===== src/hdl/wake_pkg.sv =====
// package for the wake event status block: offsets, reset values, field positions, carriers
// assumes a byte-wide register port decoded against a programmed base address
package wake_pkg;
	// ************************************************************
	// register offsets from the runtime block base
	// ************************************************************
	localparam logic [7:0] OFS_PIN_STATUS = 8'h00;
	localparam logic [7:0] OFS_PIN_ENABLE = 8'h02;
	localparam logic [7:0] OFS_SRC_STATUS_A = 8'h04;
	localparam logic [7:0] OFS_SRC_STATUS_B = 8'h05;
	localparam logic [7:0] OFS_GPIO_STATUS = 8'h06;
	localparam logic [7:0] OFS_POWER_STATUS = 8'h07;
	localparam logic [7:0] OFS_SRC_ENABLE_A = 8'h08;
	localparam logic [7:0] OFS_SRC_ENABLE_B = 8'h09;
	localparam logic [7:0] OFS_GPIO_ENABLE = 8'h0A;
	localparam logic [7:0] OFS_POWER_ENABLE = 8'h0B;
	// ************************************************************
	// reset values and field layouts
	// ************************************************************
	localparam logic [7:0] STANDBY_RESET_VALUE = 8'h00;
	localparam int SUMMARY_FLAG_BIT = 0;
	localparam int OUTPUT_ENABLE_BIT = 0;
	localparam int LOW_BATTERY_BIT = 0;
	localparam logic [7:0] MASK_PIN = 8'h01;
	localparam logic [7:0] MASK_SRC_A = 8'h5F;
	localparam logic [7:0] MASK_SRC_B = 8'h7F;
	localparam logic [7:0] MASK_GPIO = 8'hFF;
	localparam logic [7:0] MASK_POWER = 8'hFD;
	localparam logic [7:0] READ_IDLE = 8'h00;
	// ************************************************************
	// carriers
	// ************************************************************
	typedef struct packed {
		logic rd;
		logic wr;
		logic [7:0] addr;
		logic [7:0] wdata;
	} reg_req_t;
	typedef struct packed {
		logic hardware_monitor_wake;
		logic ring_indicator_two_wake;
		logic ring_indicator_one_wake;
		logic keyboard_wake;
		logic mouse_wake;
		logic infrared_receive_pin;
		logic watchdog_wake;
		logic gpio_21_wake;
		logic gpio_22_wake;
		logic grouped_smi_wake;
		logic gpio_27_wake;
		logic gpio_32_wake;
		logic gpio_33_wake;
		logic [7:0] gpio_50_wake;
		logic gpio_60_wake;
		logic gpio_61_wake;
		logic specific_mouse_click_wake;
		logic power_button_wake;
		logic power_failure_recovery_flag;
	} wake_src_t;
	typedef struct packed {
		logic standby_por;
		logic main_por;
		logic battery_replaced_or_below_1v2;
		logic battery_below_2v4;
	} power_evt_t;
endpackage : wake_pkg


===== src/hdl/wake_event_status_logic.sv =====
// wake event status logic: sticky wake status, enables and active-low wake request pin
// assumes wake sources and power events are synchronous pulses/levels in the clock domain,
// except the infrared receive pin which is a raw pin and is synchronised here
// How it works
// - summary flag sets whenever an enabled source would request wake, ignoring output enable
// - writing 1 clears summary flag and releases pin; writing 0 does nothing
// - summary flag survives main POR, soft and bus resets; standby POR clears it
// - output enable bit 0 blocks pin when 0, allows pin when 1
// - output enable survives other resets, cleared only by standby POR
// - source status bits record events regardless of any enable
// - set status bit with matching enable requests the wake pin
// - status A: monitor, ring two, ring one, keyboard, mouse, bit 6 infrared edge
// - status B: watchdog, gpio21, gpio22, grouped smi, gpio27, gpio32, gpio33
// - gpio status bits 0..7 map gpio 50..57
// - writing 1 clears a status bit, writing 0 leaves it
// - source status registers cleared only on standby POR
// - low battery flag set at standby POR on battery replace or below 1.2V
// - low battery flag set at main POR when battery dropped below 2.4V
// - low battery needs its enable to request wake and is no wakeup event
// - power status: gpio60 bit2, gpio61 bit3, mouse click bit4, button bit6, recovery bit7
// - power status ignores other resets, cleared by writing 1
// - registers decoded at fixed byte offsets from programmed base
// - enable 0 keeps status recording but blocks the pin
`timescale 1ns/1ns
`default_nettype none
module wake_event_status_logic (
	input wire logic clock,
	input wire logic srst,
	input wire logic [7:0] wake_runtime_block_base,
	input wire wake_pkg::reg_req_t req,
	output logic [7:0] rdata,
	input wire wake_pkg::wake_src_t src,
	input wire wake_pkg::power_evt_t pwr,
	output logic wake_request_pin_n
);
	// ************************************************************
	// decode
	// ************************************************************
	logic [7:0] offset;
	logic [7:0] pin_status_reg;
	logic [7:0] pin_enable_reg;
	logic [7:0] src_status_a_reg;
	logic [7:0] src_status_b_reg;
	logic [7:0] gpio_status_reg;
	logic [7:0] power_status_reg;
	logic [7:0] src_enable_a_reg;
	logic [7:0] src_enable_b_reg;
	logic [7:0] gpio_enable_reg;
	logic [7:0] power_enable_reg;
	logic [7:0] set_a;
	logic [7:0] set_b;
	logic [7:0] set_g;
	logic [7:0] set_p;
	logic ir_sync1_reg;
	logic ir_sync2_reg;
	logic ir_last_reg;
	logic any_request;
	logic [7:0] rdata_next;
	logic hit_pin_status;
	logic hit_pin_enable;
	logic hit_src_status_a;
	logic hit_src_status_b;
	logic hit_gpio_status;
	logic hit_power_status;
	logic hit_src_enable_a;
	logic hit_src_enable_b;
	logic hit_gpio_enable;
	logic hit_power_enable;

	assign offset = 8'(req.addr - wake_runtime_block_base);

	// write strobes, one per register
	assign hit_pin_status = req.wr && (offset == wake_pkg::OFS_PIN_STATUS);
	assign hit_pin_enable = req.wr && (offset == wake_pkg::OFS_PIN_ENABLE);
	assign hit_src_status_a = req.wr && (offset == wake_pkg::OFS_SRC_STATUS_A);
	assign hit_src_status_b = req.wr && (offset == wake_pkg::OFS_SRC_STATUS_B);
	assign hit_gpio_status = req.wr && (offset == wake_pkg::OFS_GPIO_STATUS);
	assign hit_power_status = req.wr && (offset == wake_pkg::OFS_POWER_STATUS);
	assign hit_src_enable_a = req.wr && (offset == wake_pkg::OFS_SRC_ENABLE_A);
	assign hit_src_enable_b = req.wr && (offset == wake_pkg::OFS_SRC_ENABLE_B);
	assign hit_gpio_enable = req.wr && (offset == wake_pkg::OFS_GPIO_ENABLE);
	assign hit_power_enable = req.wr && (offset == wake_pkg::OFS_POWER_ENABLE);

	// ************************************************************
	// infrared pin synchroniser and edge
	// ************************************************************
	// chain starts at the idle low level, no false edge after reset
	// limitation: a pin already high at standby release counts as one edge
	always_ff @(posedge clock) begin
		if (pwr.standby_por) begin
			ir_sync1_reg <= 1'b0;
			ir_sync2_reg <= 1'b0;
			ir_last_reg <= 1'b0;
		end else begin
			ir_sync1_reg <= src.infrared_receive_pin;
			ir_sync2_reg <= ir_sync1_reg;
			ir_last_reg <= ir_sync2_reg;
		end
	end

	// ************************************************************
	// event mapping
	// ************************************************************
	// status A layout, infrared on any edge
	assign set_a = {1'b0, ir_sync2_reg ^ ir_last_reg, 1'b0, src.mouse_wake,
		src.keyboard_wake, src.ring_indicator_one_wake, src.ring_indicator_two_wake,
		src.hardware_monitor_wake};
	assign set_b = {1'b0, src.gpio_33_wake, src.gpio_32_wake, src.gpio_27_wake,
		src.grouped_smi_wake, src.gpio_22_wake, src.gpio_21_wake, src.watchdog_wake};
	assign set_g = src.gpio_50_wake;
	// power status layout; low battery latched at main por
	assign set_p = {src.power_failure_recovery_flag, src.power_button_wake, 1'b0,
		src.specific_mouse_click_wake, src.gpio_61_wake, src.gpio_60_wake, 1'b0,
		pwr.main_por && pwr.battery_below_2v4};

	// ************************************************************
	// status registers
	// ************************************************************
	// srst is the main, soft and bus reset: it never reaches these, only standby por does
	// status A records events, write-one clear
	wake_reg_byte #(
		.MASK(wake_pkg::MASK_SRC_A),
		.CLEAR_ON_ONE(1'b1)
	) u_src_status_a (
		.clock(clock),
		.standby_por(pwr.standby_por),
		.standby_value(wake_pkg::STANDBY_RESET_VALUE),
		.hit(hit_src_status_a),
		.wdata(req.wdata),
		.set_bits(set_a),
		.value_reg(src_status_a_reg)
	);

	// status B, reserved bit held at zero
	wake_reg_byte #(
		.MASK(wake_pkg::MASK_SRC_B),
		.CLEAR_ON_ONE(1'b1)
	) u_src_status_b (
		.clock(clock),
		.standby_por(pwr.standby_por),
		.standby_value(wake_pkg::STANDBY_RESET_VALUE),
		.hit(hit_src_status_b),
		.wdata(req.wdata),
		.set_bits(set_b),
		.value_reg(src_status_b_reg)
	);

	// gpio status, all eight bits live
	wake_reg_byte #(
		.MASK(wake_pkg::MASK_GPIO),
		.CLEAR_ON_ONE(1'b1)
	) u_gpio_status (
		.clock(clock),
		.standby_por(pwr.standby_por),
		.standby_value(wake_pkg::STANDBY_RESET_VALUE),
		.hit(hit_gpio_status),
		.wdata(req.wdata),
		.set_bits(set_g),
		.value_reg(gpio_status_reg)
	);

	// power status, low battery loaded at standby por
	wake_reg_byte #(
		.MASK(wake_pkg::MASK_POWER),
		.CLEAR_ON_ONE(1'b1)
	) u_power_status (
		.clock(clock),
		.standby_por(pwr.standby_por),
		.standby_value({7'h00, pwr.battery_replaced_or_below_1v2}),
		.hit(hit_power_status),
		.wdata(req.wdata),
		.set_bits(set_p),
		.value_reg(power_status_reg)
	);

	// ************************************************************
	// enable registers
	// ************************************************************
	// output enable, standby por only
	wake_reg_byte #(
		.MASK(wake_pkg::MASK_PIN),
		.CLEAR_ON_ONE(1'b0)
	) u_pin_enable (
		.clock(clock),
		.standby_por(pwr.standby_por),
		.standby_value(wake_pkg::STANDBY_RESET_VALUE),
		.hit(hit_pin_enable),
		.wdata(req.wdata),
		.set_bits(8'h00),
		.value_reg(pin_enable_reg)
	);

	wake_reg_byte #(
		.MASK(wake_pkg::MASK_SRC_A),
		.CLEAR_ON_ONE(1'b0)
	) u_src_enable_a (
		.clock(clock),
		.standby_por(pwr.standby_por),
		.standby_value(wake_pkg::STANDBY_RESET_VALUE),
		.hit(hit_src_enable_a),
		.wdata(req.wdata),
		.set_bits(8'h00),
		.value_reg(src_enable_a_reg)
	);

	wake_reg_byte #(
		.MASK(wake_pkg::MASK_SRC_B),
		.CLEAR_ON_ONE(1'b0)
	) u_src_enable_b (
		.clock(clock),
		.standby_por(pwr.standby_por),
		.standby_value(wake_pkg::STANDBY_RESET_VALUE),
		.hit(hit_src_enable_b),
		.wdata(req.wdata),
		.set_bits(8'h00),
		.value_reg(src_enable_b_reg)
	);

	wake_reg_byte #(
		.MASK(wake_pkg::MASK_GPIO),
		.CLEAR_ON_ONE(1'b0)
	) u_gpio_enable (
		.clock(clock),
		.standby_por(pwr.standby_por),
		.standby_value(wake_pkg::STANDBY_RESET_VALUE),
		.hit(hit_gpio_enable),
		.wdata(req.wdata),
		.set_bits(8'h00),
		.value_reg(gpio_enable_reg)
	);

	// power enables, low battery needs its bit
	wake_reg_byte #(
		.MASK(wake_pkg::MASK_POWER),
		.CLEAR_ON_ONE(1'b0)
	) u_power_enable (
		.clock(clock),
		.standby_por(pwr.standby_por),
		.standby_value(wake_pkg::STANDBY_RESET_VALUE),
		.hit(hit_power_enable),
		.wdata(req.wdata),
		.set_bits(8'h00),
		.value_reg(power_enable_reg)
	);

	// status gated by its own enable
	assign any_request = |(src_status_a_reg & src_enable_a_reg)
		|| |(src_status_b_reg & src_enable_b_reg)
		|| |(gpio_status_reg & gpio_enable_reg)
		|| |(power_status_reg & power_enable_reg);

	// ************************************************************
	// summary flag and pin
	// ************************************************************
	// set by enabled requests, w1c, standby por only
	// a request still standing re-sets the flag, so clear the source first
	wake_reg_byte #(
		.MASK(wake_pkg::MASK_PIN),
		.CLEAR_ON_ONE(1'b1)
	) u_pin_status (
		.clock(clock),
		.standby_por(pwr.standby_por),
		.standby_value(wake_pkg::STANDBY_RESET_VALUE),
		.hit(hit_pin_status),
		.wdata(req.wdata),
		.set_bits({7'h00, any_request}),
		.value_reg(pin_status_reg)
	);

	// drive low only with enable and flag
	always_ff @(posedge clock) begin
		if (srst || pwr.standby_por)
			wake_request_pin_n <= 1'b1;
		else
			wake_request_pin_n <= ~(pin_enable_reg[wake_pkg::OUTPUT_ENABLE_BIT]
				&& pin_status_reg[wake_pkg::SUMMARY_FLAG_BIT]);
	end

	// ************************************************************
	// read path
	// ************************************************************
	// unmapped and reserved read zero
	always_comb begin
		rdata_next = wake_pkg::READ_IDLE;
		if (req.rd) begin
			case (offset)
				wake_pkg::OFS_PIN_STATUS: rdata_next = pin_status_reg;
				wake_pkg::OFS_PIN_ENABLE: rdata_next = pin_enable_reg;
				wake_pkg::OFS_SRC_STATUS_A: rdata_next = src_status_a_reg;
				wake_pkg::OFS_SRC_STATUS_B: rdata_next = src_status_b_reg;
				wake_pkg::OFS_GPIO_STATUS: rdata_next = gpio_status_reg;
				wake_pkg::OFS_POWER_STATUS: rdata_next = power_status_reg;
				wake_pkg::OFS_SRC_ENABLE_A: rdata_next = src_enable_a_reg;
				wake_pkg::OFS_SRC_ENABLE_B: rdata_next = src_enable_b_reg;
				wake_pkg::OFS_GPIO_ENABLE: rdata_next = gpio_enable_reg;
				wake_pkg::OFS_POWER_ENABLE: rdata_next = power_enable_reg;
				default: rdata_next = wake_pkg::READ_IDLE;
			endcase
		end
	end

	always_ff @(posedge clock) begin
		if (srst)
			rdata <= wake_pkg::READ_IDLE;
		else
			rdata <= rdata_next;
	end
endmodule : wake_event_status_logic

// ************************************************************
// one register byte: write-one-clear status or plain read/write enable
// ************************************************************
// only standby por resets it; event bits win over a clear in the same cycle
module wake_reg_byte #(
	parameter logic [7:0] MASK = 8'hFF,
	parameter bit CLEAR_ON_ONE = 1'b1
) (
	input wire logic clock,
	input wire logic standby_por,
	input wire logic [7:0] standby_value,
	input wire logic hit,
	input wire logic [7:0] wdata,
	input wire logic [7:0] set_bits,
	output logic [7:0] value_reg
);
	logic [7:0] value_next;

	// clear on one or plain write, reserved bits held at zero
	always_comb begin
		value_next = value_reg;
		if (hit) begin
			if (CLEAR_ON_ONE)
				value_next = value_reg & ~wdata;
			else
				value_next = wdata;
		end
		value_next = (value_next | set_bits) & MASK;
	end

	// only the standby reset reaches this byte
	always_ff @(posedge clock) begin
		if (standby_por)
			value_reg <= standby_value & MASK;
		else
			value_reg <= value_next;
	end
endmodule : wake_reg_byte
`default_nettype wire


===== config.mk =====
export PLATFORM = sky130hd
export DESIGN_NAME = wake_event_status_logic
export DESIGN_NICKNAME = d
export VERILOG_FILES = /design/src/hdl/wake_pkg.sv /design/src/hdl/wake_event_status_logic.sv
export SDC_FILE = /design/constraint.sdc
export NUM_CORES = 1
export LEC_CHECK = 0
export BUFFER_PORTS_ARGS = -buffer_cell sky130_fd_sc_hd__buf_2
export CAP_MARGIN = 20
export CORE_MARGIN = 10
export CORE_UTILIZATION = 26
export DETAILED_ROUTE_END_ITERATION = 7
export GPL_TIMING_DRIVEN = 0
export HOLD_SLACK_MARGIN = 0.08
export PLACE_DENSITY = 0.52
export SLEW_MARGIN = 0
export SYNTH_ARGS = -nofsm -noshare
export SYNTH_HDL_FRONTEND = slang
export SYNTH_HIERARCHICAL = 1
export SYNTH_SLANG_ARGS = --single-unit

===== constraint.sdc =====
create_clock -name clock -period 6.4 [get_ports clock]
set_clock_uncertainty 0.05 [all_clocks]
set_input_delay 0 -clock clock [delete_from_list [all_inputs] [get_ports clock]]
set_output_delay 0 -clock clock [all_outputs]
set_load 0.01 [all_outputs]

==> flow_metrics.tcl, run 1 <==
set metrics [dict create \
    grt_max_degree 49 \
    rrSetupSlack_ps 4420 \
    final_cell_area_um2 6300 \
    synthFlopType "dfxtp_1" \
    ys_types 57 \
    critPathLaunchType "primary input" \
    maxSlewHeadroom_pct 39.1 \
    cts_resized 0 \
    worst_slew_pin_slew_ps 913 \
    placed_area_um2 5640 \
    start_util_pct 26.7 \
    grt_use_total_pct 12.3 \
    rsz0062_at_grt "false" \
    routedWlPerCell_um 15.2 \
    synthAdderAreaFrac_pct 2.58 \
    p_leak_nw 2.72 \
    cts_htree_levels 3 \
    yosys.area_share.simple_pct 18.3 \
    antenna_found_initial 1 \
    finalSetupTns_ps 0 \
    grt_pass1_wl_um 22900 \
    top_layer_used "met5" \
    clk_pin_slew_ps 60 \
    floorplan.io_pins 67 \
    holdWs_ps 109 \
    max-cap-violations 0 \
    synth_edf_count 0 \
    n_antenna_cell 0 \
    core-area_um2 17400 \
    postCtsSetupBuffers 0 \
    avgSynthCellArea_um2 9.39 \
    viasPerCell 4.30 \
    die_width_um 154 \
    cts_buffers 9 \
    final_antenna_net_count 0 \
    synthCells 495 \
    clock_sinks 70 \
    path_class "primary input to flip-flop" \
    gp_congestion 0.946 \
    syn2layout_area_growth_pct 35.6 \
    hp-class "primary input to flip-flop" \
    worst-path-max-fanout 9 \
    grt-ovfl-total 0 \
    setup_viol 0 \
    end_kind "flip-flop" \
    cp.required_ps 6590 \
    finalHoldViolCount 0 \
    postCtsHoldBufs 39 \
    dr_wl_met3_um 863 \
    first_iter_violations 180 \
    cts-root-buf "clkbuf_16" \
    post-route-drc-count 0 \
    synth_compound_area_share_pct 21.8 \
    seq_area_frac_synth_pct 30.2 \
    first_pass_iters 5 \
    max_freq_mhz 291 \
    routed_wl_um 14300 \
    reg2regPathDepth 5 \
    dp.final_hpwl_um 11100 \
    status "complete, no violations" \
    dieArea_um2 23600 \
    arrival_ps 3620 \
    synthXorXnorAreaFrac_pct 2.02 \
    synth_mux_area_share_pct 15.7 \
    p_per_area_nw_per_um2 205 \
    clockBufferDepth 2 \
    ys_seq_elements 70 \
    yosysWarnings 6 \
    hold_path_depth 3 \
    io_buffers 66 \
    finalMaxSlewViolations 0 \
    fin_nets 779 \
    grt_pass1_vias 4084 \
    period_share_pct 53.7 \
    route.met2.wl_um 6760 \
    cts_tree "yes" \
    layout-drive-gt1-share_pct 21.2 \
    ir_worst_vdd_uv 130 \
    fill_cells 1819 \
    synth_top_family_by_area "compound AO/OA/AOI/OAI gates" \
    synth-async-reset-ratio_pct 0 \
    period_needed_ps 3440 \
    drt-met1-wl_um 6430 \
    vias 4049 \
    die_h_um 154 \
    syn_area_um2 4650 \
    final_util_pct 36.2 \
    num_rows 48 \
    power_mw 1.29 \
    clk_latency_ps 350 \
]
synth_stat cells, types with 4 or more instances:
master | count | share of area [%]
nand2_1 | 7 | 0.57
nor4_1 | 7 | 0.94
mux4_2 | 12 | 5.8
ha_1 | 8 | 2.2
xor2_1 | 5 | 0.94
o22ai_1 | 4 | 0.54
o21a_1 | 4 | 0.65
mux2_2 | 6 | 1.5
a21boi_0 | 28 | 4.5
nand3_1 | 10 | 1.1
buf_4 | 25 | 4.0
buf_6 | 14 | 3.4
a21oi_1 | 35 | 3.8
mux2i_1 | 39 | 8.4
nor2b_1 | 31 | 4.2
conb_1 | 9 | 0.73
nand2b_1 | 16 | 2.2
a22oi_1 | 12 | 1.9
or2b_1 | 16 | 2.6
o31a_1 | 31 | 5.8
and2_1 | 8 | 1.1
nor2_1 | 34 | 2.7
inv_1 | 9 | 0.73
dfxtp_1 | 70 | 30
worst max-delay path, cell delays in order:
cell and delay [ps]:
buf_2 90, inv_1 60, ha_1 140, inv_1 50, fa_1 450, a21o_1 190, a21oi_1 160, o21ai_0 120
a211o_4 380, or4_1 520, nor2_1 440, a21boi_0 200, o31a_1 280, dlygate4sd3_1 550
cells in the final DEF, fill, tap and decap left out, drive strengths merged, types with 8 or more instances in the layout:
master,synthesis,final
conb,9,109
buf,40,107
dfxtp,70,70
mux2i,39,39
dlygate4sd3,0,39
a21oi,38,38
nor2,34,34
nor2b,31,31
o31a,31,31
a21boi,31,31
nand2b,16,16
or2b,16,16
clkbuf,3,13
a22oi,12,12
mux4,12,12
inv,9,11
nand3,10,10
and2,8,8
ha,8,8
logic make-up after synthesis:
group                    Yosys count
AO/OA/AOI/OAI                    138
buffers and inverters             53
other                              9
adder cells (fa/ha/maj)            9
XOR/XNOR                           9
multiplexers                      57
flip-flops                        70
AND/OR/NAND/NOR                  150
final timing paths:
check	start	end
worst max-delay path	req[8]	u_power_status/value_reg[0]
worst min-delay path	req[0]	u_src_enable_a/value_reg[0]
worst max register to register	u_src_status_b/value_reg[3]	u_pin_status/value_reg[0]
worst min register to register	u_pin_enable/value_reg[0]	wake_request_pin_n
layer usage:
metal | global-route usage, % | vias up
met3 | 3.77 | 19
met5 | 0 | -
met1 | 14.9 | 1819
li1 | - | 2099
met4 | 4.14 | 2
met2 | 20.1 | 110
final cells by class:
| cell class | count | area (µm²) | share of cell area (%) |
|---|---|---|---|
| inverter | 9 | 33.8 | 0.536 |
| clock buffer | 10 | 229 | 3.63 |
| buffer | 44 | 370 | 5.88 |
| timing repair buffer | 106 | 726 | 11.5 |
| multi-input combinational | 472 | 3220 | 51.0 |
| clock inverter | 6 | 45.0 | 0.715 |
| sequential | 70 | 1400 | 22.2 |
| tap | 225 | 282 | 4.47 |
stage by stage:
step | cells | setup slack [ps]
after global routing | 942 | 2690
final | 942 | 2960
after detailed placement | 887 | 3080
after floorplan | 595 | 3740
after global placement | 886 | 2930
after CTS | 942 | 3010
power breakdown:
part	switching [mW]	leakage (nW)	total (mW)	internal, mW
combinational	0.160	2.01	0.323	0.163
sequential	0.0327	0.584	0.499	0.466
clock	0.208	0.126	0.472	0.264
No activity file was read; power rests on OpenSTA's default activity.
==> inputs of run 2 (changes only) <==
==> constraint.sdc (replaced) <==
create_clock -name clock -period 3.43 [get_ports clock]
set_clock_uncertainty 0.05 [all_clocks]
set_input_delay 0 -clock clock [delete_from_list [all_inputs] [get_ports clock]]
set_output_delay 0 -clock clock [all_outputs]
set_load 0.01 [all_outputs]
==> flow_metrics.tcl, run 2 (same netlist as run 1, synthesis figures left out) <==
set metrics [dict create \
    critPathLaunchType "primary input" \
    routedWlPerCell_um 15.2 \
    final_antenna_net_count 0 \
    die_width_um 154 \
    dieArea_um2 23600 \
    gp_congestion 0.946 \
    layout-drive-gt1-share_pct 21.3 \
    holdWs_ps 104 \
    worst-path-max-fanout 9 \
    maxSlewHeadroom_pct 38.8 \
    ir_worst_vdd_uv 244 \
    routed_wl_um 14300 \
    start_util_pct 26.7 \
    cp.required_ps 3610 \
    cts_htree_levels 3 \
    cts-root-buf "clkbuf_16" \
    rsz0062_at_grt "false" \
    antenna_found_initial 1 \
    final_common_cell "conb_1" \
    max_freq_mhz 311 \
    worst_slew_pin_slew_ps 918 \
    setup_viol 0 \
    fin_nets 779 \
    n_antenna_cell 0 \
    clockBufferDepth 2 \
    first_pass_iters 5 \
    grt_max_degree 49 \
    dpl_worst_slack_ps 106 \
    period_needed_ps 3220 \
    grt_pass1_vias 4084 \
    vias 4069 \
    multi_input_area_um2 3220 \
    status "complete, no violations" \
    floorplan.io_pins 67 \
    core-area_um2 17400 \
    hp-class "primary input to flip-flop" \
    num_rows 48 \
    postCtsSetupBuffers 0 \
    clk_latency_ps 350 \
    path_class "primary input to flip-flop" \
    dp.final_hpwl_um 11100 \
    period_share_pct 93.8 \
    first_iter_violations 216 \
    die_h_um 154 \
    grt-ovfl-total 0 \
    syn2layout_area_growth_pct 35.8 \
    grt_pass1_wl_um 22900 \
    viasPerCell 4.32 \
    cts_tree "yes" \
    fill_cells 1816 \
    cts_buffers 9 \
    clock_sinks 70 \
    arrival_ps 3400 \
    p_per_area_nw_per_um2 383 \
    clk_pin_slew_ps 60 \
    setup_ws_ps 212 \
    ff_latch_area_um2 1400 \
    finalMaxSlewViolations 0 \
    post-route-drc-count 0 \
    end_kind "flip-flop" \
    max-cap-violations 0 \
    mostFrequentLayoutCells "conb_1, dfxtp_1, buf_2" \
    grt_use_total_pct 12.3 \
    finalHoldViolCount 0 \
    p_leak_nw 2.72 \
    io_buffers 66 \
]
-- run 2: worst max-delay path, cell delays in order --
cell	delay [ps]
buf_2	100
inv_1	90
ha_1	230
and2b_2	220
or3_1	360
a21oi_2	190
or2_2	130
clkbuf_1	290
nand2_1	120
nor4_1	510
buf_2	270
a21boi_0	100
o31a_1	230
dlygate4sd3_1	550
-- run 2: worst paths after layout --
check / start / end / slack (ps) / cells after the start
worst max-delay path: wake_runtime_block_base[1] / u_gpio_status/value_reg[7] / 210 / 14
worst max register to register: u_src_status_b/value_reg[3] / u_pin_status/value_reg[0] / 1440 / 5
worst min register to register: u_pin_enable/value_reg[0] / wake_request_pin_n / 380 / 1
worst min-delay path: req[0] / u_src_enable_a/value_reg[0] / 100 / 3
-- run 2: through the flow --
step           setup TNS [ps]  util (%)  power, mW  cells  cell area [µm²]
2_1_floorplan               0         -       1.33    595             5020
3_3_place_gp             -265      32.3       1.51    886             5630
3_5_place_dp                0      32.4       1.51    887             5640
4_1_cts                     0      36.2       2.45    942             6300
5_1_grt                     0      36.2       2.55    942             6310
6_report                    0      36.2       2.41    942             6310
-- run 2: cell type report --
cell class                      instances  share of cell area (%)
Buffer                                 44                    5.87
Clock buffer                           10                    3.63
Clock inverter                          6                   0.714
Inverter                                9                   0.535
Multi-Input combinational cell        472                    51.1
Sequential cell                        70                    22.2
Tap cell                              225                    4.46
Timing Repair Buffer                  106                    11.5
-- run 2: power breakdown --
part | internal, mW | total, mW | switching (mW)
clock network | 0.493 | 0.881 | 0.388
logic | 0.304 | 0.604 | 0.299
registers | 0.870 | 0.930 | 0.0604
-- run 2: timing repair --
item	in CTS	in global routing
resized for setup	0	2
hold endpoints to repair	51	0
endpoints found under the setup margin	0	2
hold buffers	39	0
-- run 2: per-layer routing --
layer	part of all wire, %	vias up	GRT usage [%]
li1	-	2101	-
met1	45	1828	14.9
met2	47	122	20.1
met3	6.3	16	3.77
met4	1.7	2	4.14
met5	0.084	-	0
